==> src/design/rwc_pkg.sv <==
package rwc_pkg;

    // Role byte carried by the vendor role command
    typedef enum logic [7:0] {
        ROLE_REDUNDANT = 8'h00,
        ROLE_ALWAYS_ON = 8'h01,
        ROLE_STANDBY_1 = 8'h02,
        ROLE_STANDBY_2 = 8'h03,
        ROLE_STANDBY_3 = 8'h04,
        ROLE_ALWAYS_SB = 8'h05
    } rwc_role_t;

    typedef enum logic [1:0] {
        ST_RUN_FIXED = 2'b00,
        ST_STANDBY = 2'b01,
        ST_LOAD_RUN = 2'b10,
        ST_WAKE_RUN = 2'b11
    } rwc_state_t;

    localparam logic [7:0] CMD_ROLE_CFG = 8'hd0;
    localparam rwc_role_t ROLE_RESET = ROLE_REDUNDANT;

    // Packet error check: CRC-8, x^8 + x^2 + x + 1, zero seed
    localparam logic [7:0] PEC_POLY = 8'h07;
    localparam logic [7:0] PEC_SEED = 8'h00;
    localparam logic WR_BIT = 1'b0;
    localparam logic RD_BIT = 1'b1;

    // Load-share scale and example thresholds, millivolts
    localparam int LS_FULL_MV = 8000;
    localparam int EN1_MV = 3200;
    localparam int EN2_MV = 5000;
    localparam int EN3_MV = 6700;
    localparam int DIS1_MV = 1440;
    localparam int DIS2_MV = 3010;
    localparam int DIS3_MV = 4520;

    // Wake response budget
    localparam int CLK_PERIOD_NS = 10;
    localparam int WAKE_LATENCY_NS = 100000;
    localparam int WAKE_LIMIT_CYC = WAKE_LATENCY_NS / CLK_PERIOD_NS;

    localparam int SYNC_STAGES = 2;

endpackage

==> src/design/rwc_sync.sv <==
`timescale 1ns/100ps
`default_nettype none

module rwc_sync #(
    parameter int WIDTH = 1,
    parameter logic [WIDTH-1:0] INIT = '0
) (
    // Clock and reset
    input wire logic clk_i,
    input wire logic resetn_i,
    // Asynchronous levels in, synchronised levels out
    input wire logic [WIDTH-1:0] async_i,
    output logic [WIDTH-1:0] sync_o
);

    logic [WIDTH-1:0] meta_reg;
    logic [WIDTH-1:0] sync_reg;

    // First stage feeds only the second stage
    genvar g;
    generate
        for (g = 0; g < WIDTH; g++) begin : g_bit
            always_ff @(posedge clk_i or negedge resetn_i) begin
                if (!resetn_i) begin
                    meta_reg[g] <= INIT[g];
                    sync_reg[g] <= INIT[g];
                end else begin
                    meta_reg[g] <= async_i[g];
                    sync_reg[g] <= meta_reg[g];
                end
            end
        end
    endgenerate

    assign sync_o = sync_reg;

endmodule

`default_nettype wire

==> src/design/rwc_wake_ctrl.sv <==
// Operation
// Pull wake line low on fault or undervoltage
// Wake line low turns standby units on
// Standby converter on within 100 us
// No high on wake line: everyone runs
// Standby only with an active peer present
// Standby only while line high, load low
// Standby units watch load share per position
// Enable thresholds 3.2, 5.0, 6.7 V
// Disable thresholds 1.44, 3.01, 4.52 V
// Load share full scale is 8.0 V
// Role 00h default: tri-state, low on fault
// Role 01h: runs, drives line high
// Roles 00h/01h ignore enable, always run
// Roles 02h-04h: standby positions one to three
// Role 05h: always standby configuration
// Wake line fall reverts standby roles to 00h
// Host rewrites role after a wake event
// Role via D0h byte command with PEC
// Synchronise wake line and compare results
`timescale 1ns/100ps
`default_nettype none

module rwc_wake_ctrl #(
    parameter int LS_W = 8,
    parameter int EN1_MV = rwc_pkg::EN1_MV,
    parameter int EN2_MV = rwc_pkg::EN2_MV,
    parameter int EN3_MV = rwc_pkg::EN3_MV,
    parameter int DIS1_MV = rwc_pkg::DIS1_MV,
    parameter int DIS2_MV = rwc_pkg::DIS2_MV,
    parameter int DIS3_MV = rwc_pkg::DIS3_MV,
    parameter int WAKE_LIMIT_CYC = rwc_pkg::WAKE_LIMIT_CYC
) (
    // Clock and reset
    input wire logic clk_i,
    input wire logic resetn_i,
    // Shared open-drain wake line
    input wire logic wake_line_i,
    output logic wake_line_o,
    output logic wake_line_oe_n_o,
    // Unit health
    input wire logic fault_i,
    input wire logic vout_low_i,
    // Digitised load-share level
    input wire logic [LS_W-1:0] load_share_i,
    // Command port from the management bus engine
    input wire logic cmd_valid_i,
    input wire logic cmd_write_i,
    input wire logic [6:0] dev_addr_i,
    input wire logic [7:0] cmd_code_i,
    input wire logic [7:0] cmd_wdata_i,
    input wire logic [7:0] cmd_pec_i,
    output logic cmd_ack_o,
    output logic cmd_err_o,
    output logic [7:0] rsp_data_o,
    output logic [7:0] rsp_pec_o,
    // Converter control and status
    output logic converter_enable_n_o,
    output logic [7:0] role_o
);

    // Load-share code for a level in millivolts, rounded down
    function automatic logic [LS_W-1:0] mv_code(input int mv);
        longint full;
        full = (longint'(1) << LS_W) - 1;
        mv_code = LS_W'((longint'(mv) * full) / rwc_pkg::LS_FULL_MV);
    endfunction

    localparam logic [LS_W-1:0] EN1_CODE = mv_code(EN1_MV);
    localparam logic [LS_W-1:0] EN2_CODE = mv_code(EN2_MV);
    localparam logic [LS_W-1:0] EN3_CODE = mv_code(EN3_MV);
    localparam logic [LS_W-1:0] DIS1_CODE = mv_code(DIS1_MV);
    localparam logic [LS_W-1:0] DIS2_CODE = mv_code(DIS2_MV);
    localparam logic [LS_W-1:0] DIS3_CODE = mv_code(DIS3_MV);

    function automatic logic [LS_W-1:0] en_thr(input logic [7:0] role);
        case (role)
            rwc_pkg::ROLE_STANDBY_2: en_thr = EN2_CODE;
            rwc_pkg::ROLE_STANDBY_3: en_thr = EN3_CODE;
            default: en_thr = EN1_CODE;
        endcase
    endfunction

    function automatic logic [LS_W-1:0] dis_thr(input logic [7:0] role);
        case (role)
            rwc_pkg::ROLE_STANDBY_2: dis_thr = DIS2_CODE;
            rwc_pkg::ROLE_STANDBY_3: dis_thr = DIS3_CODE;
            default: dis_thr = DIS1_CODE;
        endcase
    endfunction

    function automatic logic is_sb_role(input logic [7:0] role);
        is_sb_role = (role >= rwc_pkg::ROLE_STANDBY_1) && (role <= rwc_pkg::ROLE_ALWAYS_SB);
    endfunction

    function automatic logic [7:0] crc8(input logic [7:0] crc, input logic [7:0] data);
        logic [7:0] c;
        c = crc ^ data;
        for (int i = 0; i < 8; i++) begin
            c = c[7] ? ((c << 1) ^ rwc_pkg::PEC_POLY) : (c << 1);
        end
        crc8 = c;
    endfunction

    logic [7:0] role_reg;
    rwc_pkg::rwc_state_t state_reg;
    rwc_pkg::rwc_state_t state_next;
    logic load_hi_reg;
    logic wake_d_reg;
    logic wake_out_reg;
    logic wake_oe_n_reg;
    logic ack_reg;
    logic err_reg;
    logic [7:0] rsp_data_reg;
    logic [7:0] rsp_pec_reg;

    // Comparisons settle before crossing; the ADC code may change any cycle
    logic [3:0] async_in;
    logic [3:0] sync_out;
    logic wake_s;
    logic vout_low_s;
    logic above_en_s;
    logic below_dis_s;

    assign async_in = {load_share_i < dis_thr(role_reg),
                       load_share_i >= en_thr(role_reg),
                       vout_low_i,
                       wake_line_i};

    rwc_sync #(
        .WIDTH(4),
        .INIT(4'h0)
    ) u_sync (
        .clk_i(clk_i),
        .resetn_i(resetn_i),
        .async_i(async_in),
        .sync_o(sync_out)
    );

    assign wake_s = sync_out[0];
    assign vout_low_s = sync_out[1];
    assign above_en_s = sync_out[2];
    assign below_dis_s = sync_out[3];

    logic wake_fall;
    logic pull_low;
    assign wake_fall = wake_d_reg && !wake_s;
    assign pull_low = fault_i || vout_low_s;

    always_ff @(posedge clk_i or negedge resetn_i) begin
        if (!resetn_i) begin
            wake_d_reg <= 1'b0;
        end else begin
            wake_d_reg <= wake_s;
        end
    end

    // Command decode and packet check
    logic [7:0] pec_wr;
    logic [7:0] pec_rd;
    logic ours;
    logic pec_ok;
    logic val_ok;
    logic write_take;

    assign pec_wr = crc8(crc8(crc8(rwc_pkg::PEC_SEED, {dev_addr_i, rwc_pkg::WR_BIT}),
                              cmd_code_i), cmd_wdata_i);
    assign pec_rd = crc8(crc8(crc8(crc8(rwc_pkg::PEC_SEED, {dev_addr_i, rwc_pkg::WR_BIT}),
                                   cmd_code_i), {dev_addr_i, rwc_pkg::RD_BIT}), role_reg);
    assign ours = cmd_valid_i && (cmd_code_i == rwc_pkg::CMD_ROLE_CFG);
    assign pec_ok = (cmd_pec_i == pec_wr);
    assign val_ok = cmd_wdata_i <= rwc_pkg::ROLE_ALWAYS_SB;
    assign write_take = ours && cmd_write_i && pec_ok && val_ok;

    // Role register; a wake fall in a standby role beats a host write in the same cycle
    always_ff @(posedge clk_i or negedge resetn_i) begin
        if (!resetn_i) begin
            role_reg <= rwc_pkg::ROLE_RESET;
        end else if (wake_fall && is_sb_role(role_reg)) begin
            role_reg <= rwc_pkg::ROLE_REDUNDANT;
        end else if (write_take) begin
            role_reg <= cmd_wdata_i;
        end
    end

    // Command answer, one cycle after the request
    always_ff @(posedge clk_i or negedge resetn_i) begin
        if (!resetn_i) begin
            ack_reg <= 1'b0;
            err_reg <= 1'b0;
            rsp_data_reg <= 8'h00;
            rsp_pec_reg <= 8'h00;
        end else begin
            ack_reg <= ours;
            err_reg <= ours && cmd_write_i && !(pec_ok && val_ok);
            if (ours && !cmd_write_i) begin
                rsp_data_reg <= role_reg;
                rsp_pec_reg <= pec_rd;
            end
        end
    end

    // Load hysteresis between enable and disable levels
    always_ff @(posedge clk_i or negedge resetn_i) begin
        if (!resetn_i) begin
            load_hi_reg <= 1'b0;
        end else if (above_en_s) begin
            load_hi_reg <= 1'b1;
        end else if (below_dis_s) begin
            load_hi_reg <= 1'b0;
        end
    end

    // Converter state; standby needs a high line from an active peer
    always_comb begin
        state_next = rwc_pkg::ST_RUN_FIXED;
        if (!is_sb_role(role_reg)) begin
            state_next = rwc_pkg::ST_RUN_FIXED;
        end else if (!wake_s) begin
            state_next = rwc_pkg::ST_WAKE_RUN;
        end else if (role_reg == rwc_pkg::ROLE_ALWAYS_SB) begin
            state_next = rwc_pkg::ST_STANDBY;
        end else if (load_hi_reg) begin
            state_next = rwc_pkg::ST_LOAD_RUN;
        end else begin
            state_next = rwc_pkg::ST_STANDBY;
        end
    end

    always_ff @(posedge clk_i or negedge resetn_i) begin
        if (!resetn_i) begin
            state_reg <= rwc_pkg::ST_RUN_FIXED;
        end else begin
            state_reg <= state_next;
        end
    end

    // Wake line drive: low on trouble, high only in the always-on role
    always_ff @(posedge clk_i or negedge resetn_i) begin
        if (!resetn_i) begin
            wake_out_reg <= 1'b0;
            wake_oe_n_reg <= 1'b1;
        end else if (pull_low) begin
            wake_out_reg <= 1'b0;
            wake_oe_n_reg <= 1'b0;
        end else if (role_reg == rwc_pkg::ROLE_ALWAYS_ON) begin
            wake_out_reg <= 1'b1;
            wake_oe_n_reg <= 1'b0;
        end else begin
            wake_out_reg <= 1'b0;
            wake_oe_n_reg <= 1'b1;
        end
    end

    assign wake_line_o = wake_out_reg;
    assign wake_line_oe_n_o = wake_oe_n_reg;
    assign converter_enable_n_o = (state_reg == rwc_pkg::ST_STANDBY);
    assign role_o = role_reg;
    assign cmd_ack_o = ack_reg;
    assign cmd_err_o = err_reg;
    assign rsp_data_o = rsp_data_reg;
    assign rsp_pec_o = rsp_pec_reg;

    // Helper: cycles spent in standby with the line low
    logic [31:0] wake_wait_cnt;
    always_ff @(posedge clk_i or negedge resetn_i) begin
        if (!resetn_i) begin
            wake_wait_cnt <= 32'h0000_0000;
        end else if (!wake_s && converter_enable_n_o) begin
            wake_wait_cnt <= wake_wait_cnt + 32'h0000_0001;
        end else begin
            wake_wait_cnt <= 32'h0000_0000;
        end
    end
endmodule

`default_nettype wire

==> config.mk <==
export PLATFORM = sky130hd
export DESIGN_NAME = rwc_wake_ctrl
export DESIGN_NICKNAME = d
export VERILOG_FILES = /design/src/design/rwc_pkg.sv /design/src/design/rwc_sync.sv /design/src/design/rwc_wake_ctrl.sv
export SDC_FILE = /design/constraint.sdc
export NUM_CORES = 1
export LEC_CHECK = 0
export BUFFER_PORTS_ARGS = -buffer_cell sky130_fd_sc_hd__buf_2
export CAP_MARGIN = 20
export CORE_UTILIZATION = 58
export DETAILED_ROUTE_END_ITERATION = 8
export HOLD_SLACK_MARGIN = 0.08
export PLACE_DENSITY_LB_ADDON = 0.05
export REMOVE_ABC_BUFFERS = 1
export SETUP_SLACK_MARGIN = 0.5
export SKIP_LAST_GASP = 1
export SYNTH_ARGS = -nofsm -noshare
export SYNTH_HDL_FRONTEND = slang
export SYNTH_SLANG_ARGS = --single-unit
==> constraint.sdc <==
create_clock -name clk_i -period 6.7 [get_ports clk_i]
set_clock_uncertainty 0.05 [all_clocks]
set_input_delay 0 -clock clk_i [delete_from_list [all_inputs] [get_ports clk_i]]
set_output_delay 0 -clock clk_i [all_outputs]
set_load 0.01 [all_outputs]
==> metrics.cfg, run 1 <==
[sta]
period_needed_ns=3.67
layout_setup_ws_ns=3.03
max_freq_mhz=272
period_share=0.548
rsz0062_at_grt=false
hold_violations=0
timing.final.setup_violations=0
relSlewSlack=0.376
setup_tns_ns=0
maxSlewViolCount=0
tightest_slew_ns=0.924

[synth]
syn_inst=252
yosys_warnings=0
seq_area_frac_synth=0.346
synth_area_um2=2900
ys_types=41
synth-seq-cells=40
ys.flop_type=dfrtp_1
avgSynthCellArea_um2=11.5
async_flop_share=1.00
synth_edf_count=0

[critical_path]
cpMaxStageDelayCell=nor4b_1
cp_top_family=simple AND/OR/NAND/NOR gates
path_class=flip-flop to flip-flop
critPathBufInv=3
cp_data_arrival_time_ns=3.86
start_kind=flip-flop
worstPathRequired_ns=6.89
end_kind=flip-flop
path_cells=or4_1 -> nor4b_1 -> inv_1 -> nand2_1 -> inv_1 -> ha_1 -> a21o_1 -> a21o_1 -> a211oi_1 -> dlygate4sd3_1
cp_max_fo=7
critPathMaxStageDelay_ns=0.79

[global_route]
antenna_found_initial=0
track_usage=0.241
overflow=0
grt_max_degree=41
grt_pass1_wl_um=9370
grt_pass1_vias=2014

[layout]
diodes=0
final_common_cell=buf_2
final_nets=398
drive_gt1_frac=0.308
fin_cells=408
n_fill_cell=361
regArea_um2=1000
design_area_um2=3540
final_cell_mix=buf_2, xnor2_1, dfrtp_1
utilization=0.746
multi_input_area_um2=1840
syn2layout_area_growth_pct=22.4

[power_and_ir_drop]
leakage_nw=1.82
vdd_drop_max_mv=0.161
p_per_area_nw_per_um2=296

[drt]
viasPerCell=5.03
drt_iter0_markers=71
drt-wirelength-per-cell_um=14.5
drc=0
totalWireLength_um=5920
vias=2051
drt-pass1-iter-count=4
antenna_left=0

[clock_network]
postCtsSetupBuffers=0
numCtsBuffers=5
clkTransAtPathRegs_ns=0.09
cts_sinks=40
cts_max_path_buffers=2
cts_root_buffer=clkbuf_8
clk_latency_ns=0.30
cts_resized=0
cts_tree=done
cts.htree.levels=2
cts_hold_buf=12

[die]
rows=25
start_util=0.609
dieWidth_um=72.7
dieArea_um2=5280
die_h_um=72.7
core_area_um2=4750
io_pins=75

[job]
drv_cap=0

[place]
dp_slack_ns=3.17
io_buffer_count=74
gp_congestion=0.834
placed_area_um2=3340
hpwl_um=4640
dp.cells=388

[hold_path]
holdCritPathClass=input port to flip-flop

[outcome]
status=complete, no violations

synthesized netlist by cell type, drive strengths merged, types with 3 or more instances:
library cell,n,share of area
a21o,7,0.018
a21oi,7,0.012
and3,3,0.0065
clkbuf,5,0.0065
dfrtp,39,0.34
ha,12,0.052
inv,9,0.012
mux2,11,0.043
mux2i,6,0.022
nand2,13,0.017
nor2,9,0.012
nor2b,7,0.015
nor3,5,0.0086
nor4,4,0.014
o21ai,4,0.0069
xnor2,57,0.18
xnor3,13,0.10
xor2,18,0.060
report_power, final:
part | switching (mW) | total (mW) | internal (mW) | leakage, nW
Sequential | 0.0338 | 0.311 | 0.277 | 0.521
Clock | 0.0859 | 0.159 | 0.0728 | 0.0412
Combinational | 0.272 | 0.581 | 0.309 | 1.26
per-stage QoR:
stage	power, mW	hold slack, ns
6_report	1.05	0.0924
5_1_grt	1.13	0.120
4_1_cts	1.06	0.0977
3_5_place_dp	0.891	0.0596
3_3_place_gp	0.877	0.0576
2_1_floorplan	0.771	-0.346
layout make-up:
cell class / instances / area share
repair buffers: 87 / 0.140
clock buffers: 6 / 0.0205
multi-input cells: 197 / 0.520
well taps: 67 / 0.0236
flip-flops and latches: 40 / 0.283
clock inverters: 2 / 0.00353
inverters: 9 / 0.00953
metal layers:
layer  wire [um]  vias to the layer above  track usage
li1            -                     1026            -
met1        2780                      958        0.314
met2        2860                       61        0.414
met3         225                        6       0.0401
met4          59                        0       0.0719
met5           0                        -            0
final timing paths:
kind,from,to,slack (ns),cells after the start
worst max-delay path,role_o[7],u_sync.meta_reg[3],3.03,10
worst min register to register,u_sync.meta_reg[0],u_sync.sync_o[0],0.31,0
worst min-delay path,cmd_wdata_i[3],cmd_err_o,0.09,5
max in group asynchronous,resetn_i,rsp_pec_o[7],5.73,2
min in group asynchronous,resetn_i,u_sync.sync_o[1],0.31,2
worst max register to register,role_o[7],u_sync.meta_reg[3],3.03,10
tightest hold or removal path, cell delays in order:
cell and delay, ns:
buf_2 0.11, nor4_1 0.06, o221ai_2 0.08, nor3_1 0.06, nor2_1 0.09
cell families (layout without fill, tap and decap cells):
logic type / Yosys count / in the layout / share of synthesized area
adder cells (fa/ha/maj): 12 / 12 / 0.0519
XOR/XNOR: 90 / 90 / 0.356
multiplexers: 17 / 17 / 0.0648
AND/OR/NAND/NOR: 53 / 53 / 0.103
AO/OA/AOI/OAI: 25 / 25 / 0.0579
buffers and inverters: 15 / 104 / 0.0199
flip-flops: 40 / 40 / 0.346
(Power assumes the default switching activity.)
==> run 2, diff against run 1 <==
--- a/config.mk
+++ b/config.mk
@@ -5,9 +5,10 @@
 export SDC_FILE = /design/constraint.sdc
 export NUM_CORES = 1
 export LEC_CHECK = 0
+export ABC_AREA = 1
 export BUFFER_PORTS_ARGS = -buffer_cell sky130_fd_sc_hd__buf_2
 export CAP_MARGIN = 20
-export CORE_UTILIZATION = 58
+export CORE_UTILIZATION = 51
 export DETAILED_ROUTE_END_ITERATION = 8
 export HOLD_SLACK_MARGIN = 0.08
 export PLACE_DENSITY_LB_ADDON = 0.05
==> constraint.sdc (replaced) <==
create_clock -name clk_i -period 3.2 [get_ports clk_i]
set_clock_uncertainty 0.05 [all_clocks]
set_input_delay 0 -clock clk_i [delete_from_list [all_inputs] [get_ports clk_i]]
set_output_delay 0 -clock clk_i [all_outputs]
set_load 0.01 [all_outputs]
==> run 2 against run 1 <==
Against the previous run:
- the run now ends with design-rule violations left
- sequential share of layout area shrank 7.3 points
- routed wire length grew 80%
- fmax grew 44%
- non-clock buffer count grew 14
- clock power grew to 2.6 times the previous value
- via count grew 120%
- largest cell class unchanged
- utilization shrank 8.1 points
- synthesized cell count grew to 2.6 times the previous value
- sequential power grew 69%
==> metrics.cfg, run 2 <==
[critical_path]
cpMaxStageDelayCell=dfrtp_1
cp_common_cell=inv_1
cp_max_fo=4  ; -3
worstPathRequired_ns=3.34  ; -3.55 ns
path_cells=nor4_4 -> inv_1 -> nor4_2 -> buf_4 -> nor2_1 -> inv_1 -> ha_1 -> inv_1 -> a21boi_0 -> o211ai_1 -> nand2_1 -> a31oi_1 -> nor2_1 -> o21ai_1 -> nand2_1
path_class=flip-flop to flip-flop
start_kind=flip-flop
cp_data_arrival_time_ns=2.69  ; -1.17 ns
critPathMaxStageDelay_ns=0.43  ; -0.36 ns
end_kind=flip-flop

[power_and_ir_drop]
vdd_drop_max_mv=0.205  ; +27%
leakage_nw=2.87  ; +58%
p_per_area_nw_per_um2=414  ; +40%
p_total_mw=1.98  ; +89%

[clock_network]
cts.htree.levels=2  ; unchanged
cts_sinks=40  ; unchanged
numCtsBuffers=5  ; unchanged
cts_max_path_buffers=2  ; unchanged
clk_latency_ns=0.30  ; about the same
cts_tree=done
clkTransAtPathRegs_ns=0.08  ; about the same
cts_root_buffer=clkbuf_8

[drt]
vias=4415  ; +120%
totalWireLength_um=10700  ; +80%
wl_met2_um=5120  ; +79%
drt-wirelength-per-cell_um=12.6  ; -13%
antenna_left=0  ; unchanged
drt_iter0_markers=290  ; +310%
drt-pass1-iter-count=8  ; +4
viasPerCell=5.21  ; +3.6%
wl_met1_um=4850  ; +74%
drc=2  ; +2
routed-wl-met3_um=535  ; +140%
highest_layer=met4

[sta]
tightest_slew_ns=0.858  ; -0.0661 ns
layout_setup_ws_ns=0.653  ; -2.38 ns
period_needed_ns=2.55  ; -1.12 ns
hold_violations=0  ; unchanged
setup_tns_ns=0  ; unchanged
rsz0062_at_grt=false
timing.final.setup_violations=0  ; unchanged
maxSlewViolCount=0  ; unchanged
hold_slack_ns=0.154  ; +0.0613 ns
max_freq_mhz=393  ; +44%
period_share=0.796  ; +0.248
relSlewSlack=0.428  ; +0.0527

[layout]
final_cell_mix=nand2_1, nand3_1, buf_2
design_area_um2=4790  ; +35%
final_common_cell=nand2_1
final_nets=806  ; +100%
diodes=0  ; unchanged
n_fill_cell=694  ; +92%
syn2layout_area_growth_pct=26.2
drive_gt1_frac=0.242  ; -0.0663

[synth]
synth-seq-cells=40  ; unchanged
syn_inst=643  ; +160%
synth_edf_count=0  ; unchanged
synth_area_um2=3800  ; +31%
yosys_warnings=0  ; unchanged
yosysTopAreaCellShare=0.274  ; -0.0633
seq_area_frac_synth=0.264  ; -0.0822
synth.area.top_cells=nand2_1, dfrtp_1, nand3_1
ys_types=34  ; -17%
ys.flop_type=dfrtp_1
yosysTopAreaCell=nand2_1
async_flop_share=1.00  ; unchanged
avgSynthCellArea_um2=5.91  ; -49%
yosys-top-cells-count=nand2_1, nand3_1, inv_1
synth.most_common_cell=nand2_1

[place]
gp_congestion=0.954  ; +14%
dp_slack_ns=0.372  ; -2.80 ns
io_buffer_count=74  ; unchanged
placed_area_um2=4280  ; +28%
hpwl_um=8410  ; +81%

[global_route]
overflow=0  ; unchanged
track_usage=0.275  ; +0.0338
grt_max_degree=41  ; unchanged
grt_pass1_vias=3739  ; +86%
antenna_found_initial=0  ; unchanged
grt_pass1_wl_um=16900  ; +81%

[hold_path]
holdCritPathClass=input port to flip-flop

[die]
dieWidth_um=88.3  ; +22%
io_pins=75  ; unchanged
dieArea_um2=7800  ; +48%
core_area_um2=7210  ; +52%
start_util=0.526  ; -0.0826
rows=31  ; +24%
die_h_um=88.3  ; +22%

[outcome]
violations=design-rule violations
status=complete, but fails checks

[job]
drv_cap=0  ; unchanged

-- run 2: cell types whose count changed after synthesis, sizes merged, moves of 7 or more --
| cell | change |
|---|---|
| nor2b | -7 |
| nor2 | +26 |
| mux2 | -11 |
| nand2 | +293 |
| nand3 | +116 |
| xor2 | -13 |
| xnor3 | -13 |
| xnor2 | -55 |
| inv | +71 |
-- run 2: cells by family (layout without fill, tap and decap cells) --
family / Yosys count / after routing / synth area share
AOI/OAI and AO/OA: 26 / 26 / 0.0428
xor gates and xnor gates: 7 / 7 / 0.0161
adders and majority gates: 12 / 12 / 0.0395
buffers and inverters: 83 / 189 / 0.0830
DFF: 40 / 40 / 0.264
and+or+nand+nor: 475 / 475 / 0.555
-- run 2: area by class of cell --
cell class / count / area (um2) / share of cell area
Clock inverter: 3 / 42.5 / 0.00888
Sequential cell: 40 / 1000 / 0.209
Clock buffer: 5 / 68.8 / 0.0144
Multi-Input combinational cell: 520 / 2630 / 0.549
Timing Repair Buffer: 101 / 616 / 0.128
Inverter: 80 / 305 / 0.0637
Tap cell: 99 / 124 / 0.0259
-- run 2: stage by stage --
step,utilization,instances
after floorplan,-,640
after global placement,0.594,814
after detailed placement,0.594,814
after CTS,0.631,837
after global routing,0.664,848
final,0.664,848
-- run 2: critical path: cells and delay by family, from the launching register on --
kind / cells / cell delay [ns]
AND/OR/NAND/NOR: 6 / 0.84
AO/OA/AOI/OAI: 4 / 0.50
flip-flops: 1 / 0.43
buffers and inverters: 4 / 0.42
adder cells (fa/ha/maj): 1 / 0.22
-- run 2: final timing paths --
path / start / endpoint / slack, ns / cells after the start
setup / recovery: role_o[4] / u_sync.meta_reg[2] / 0.65 / 15
hold / removal: load_share_i[3] / u_sync.meta_reg[3] / 0.15 / 5
setup reg to reg: role_o[4] / u_sync.meta_reg[2] / 0.65 / 15
hold reg to reg: u_sync.meta_reg[0] / u_sync.sync_o[0] / 0.31 / 0
max in group asynchronous: resetn_i / role_o[2] / 2.21 / 2
min in group asynchronous: resetn_i / rsp_pec_o[1] / 0.29 / 2
-- run 2: repair_timing --
action,4_1_cts,5_1_grt
endpoints found under the setup margin,2,3
setup buffers,0,11
hold buffers,15,0
hold endpoints to repair,51,0
gates resized for setup,1,46
gates cloned,0,0
pin swaps,0,10
-- run 2: metal layers --
metal	up-vias	global-route usage
li1	2272	-
met1	1997	0.372
met2	130	0.464
met3	16	0.0410
met4	0	0.0630
met5	-	0
-- run 2: power by group --
group	total, mW	switching (mW)	internal (mW)
clock	0.419	0.188	0.231
sequential	0.527	0.00649	0.521
combinational	1.04	0.690	0.348
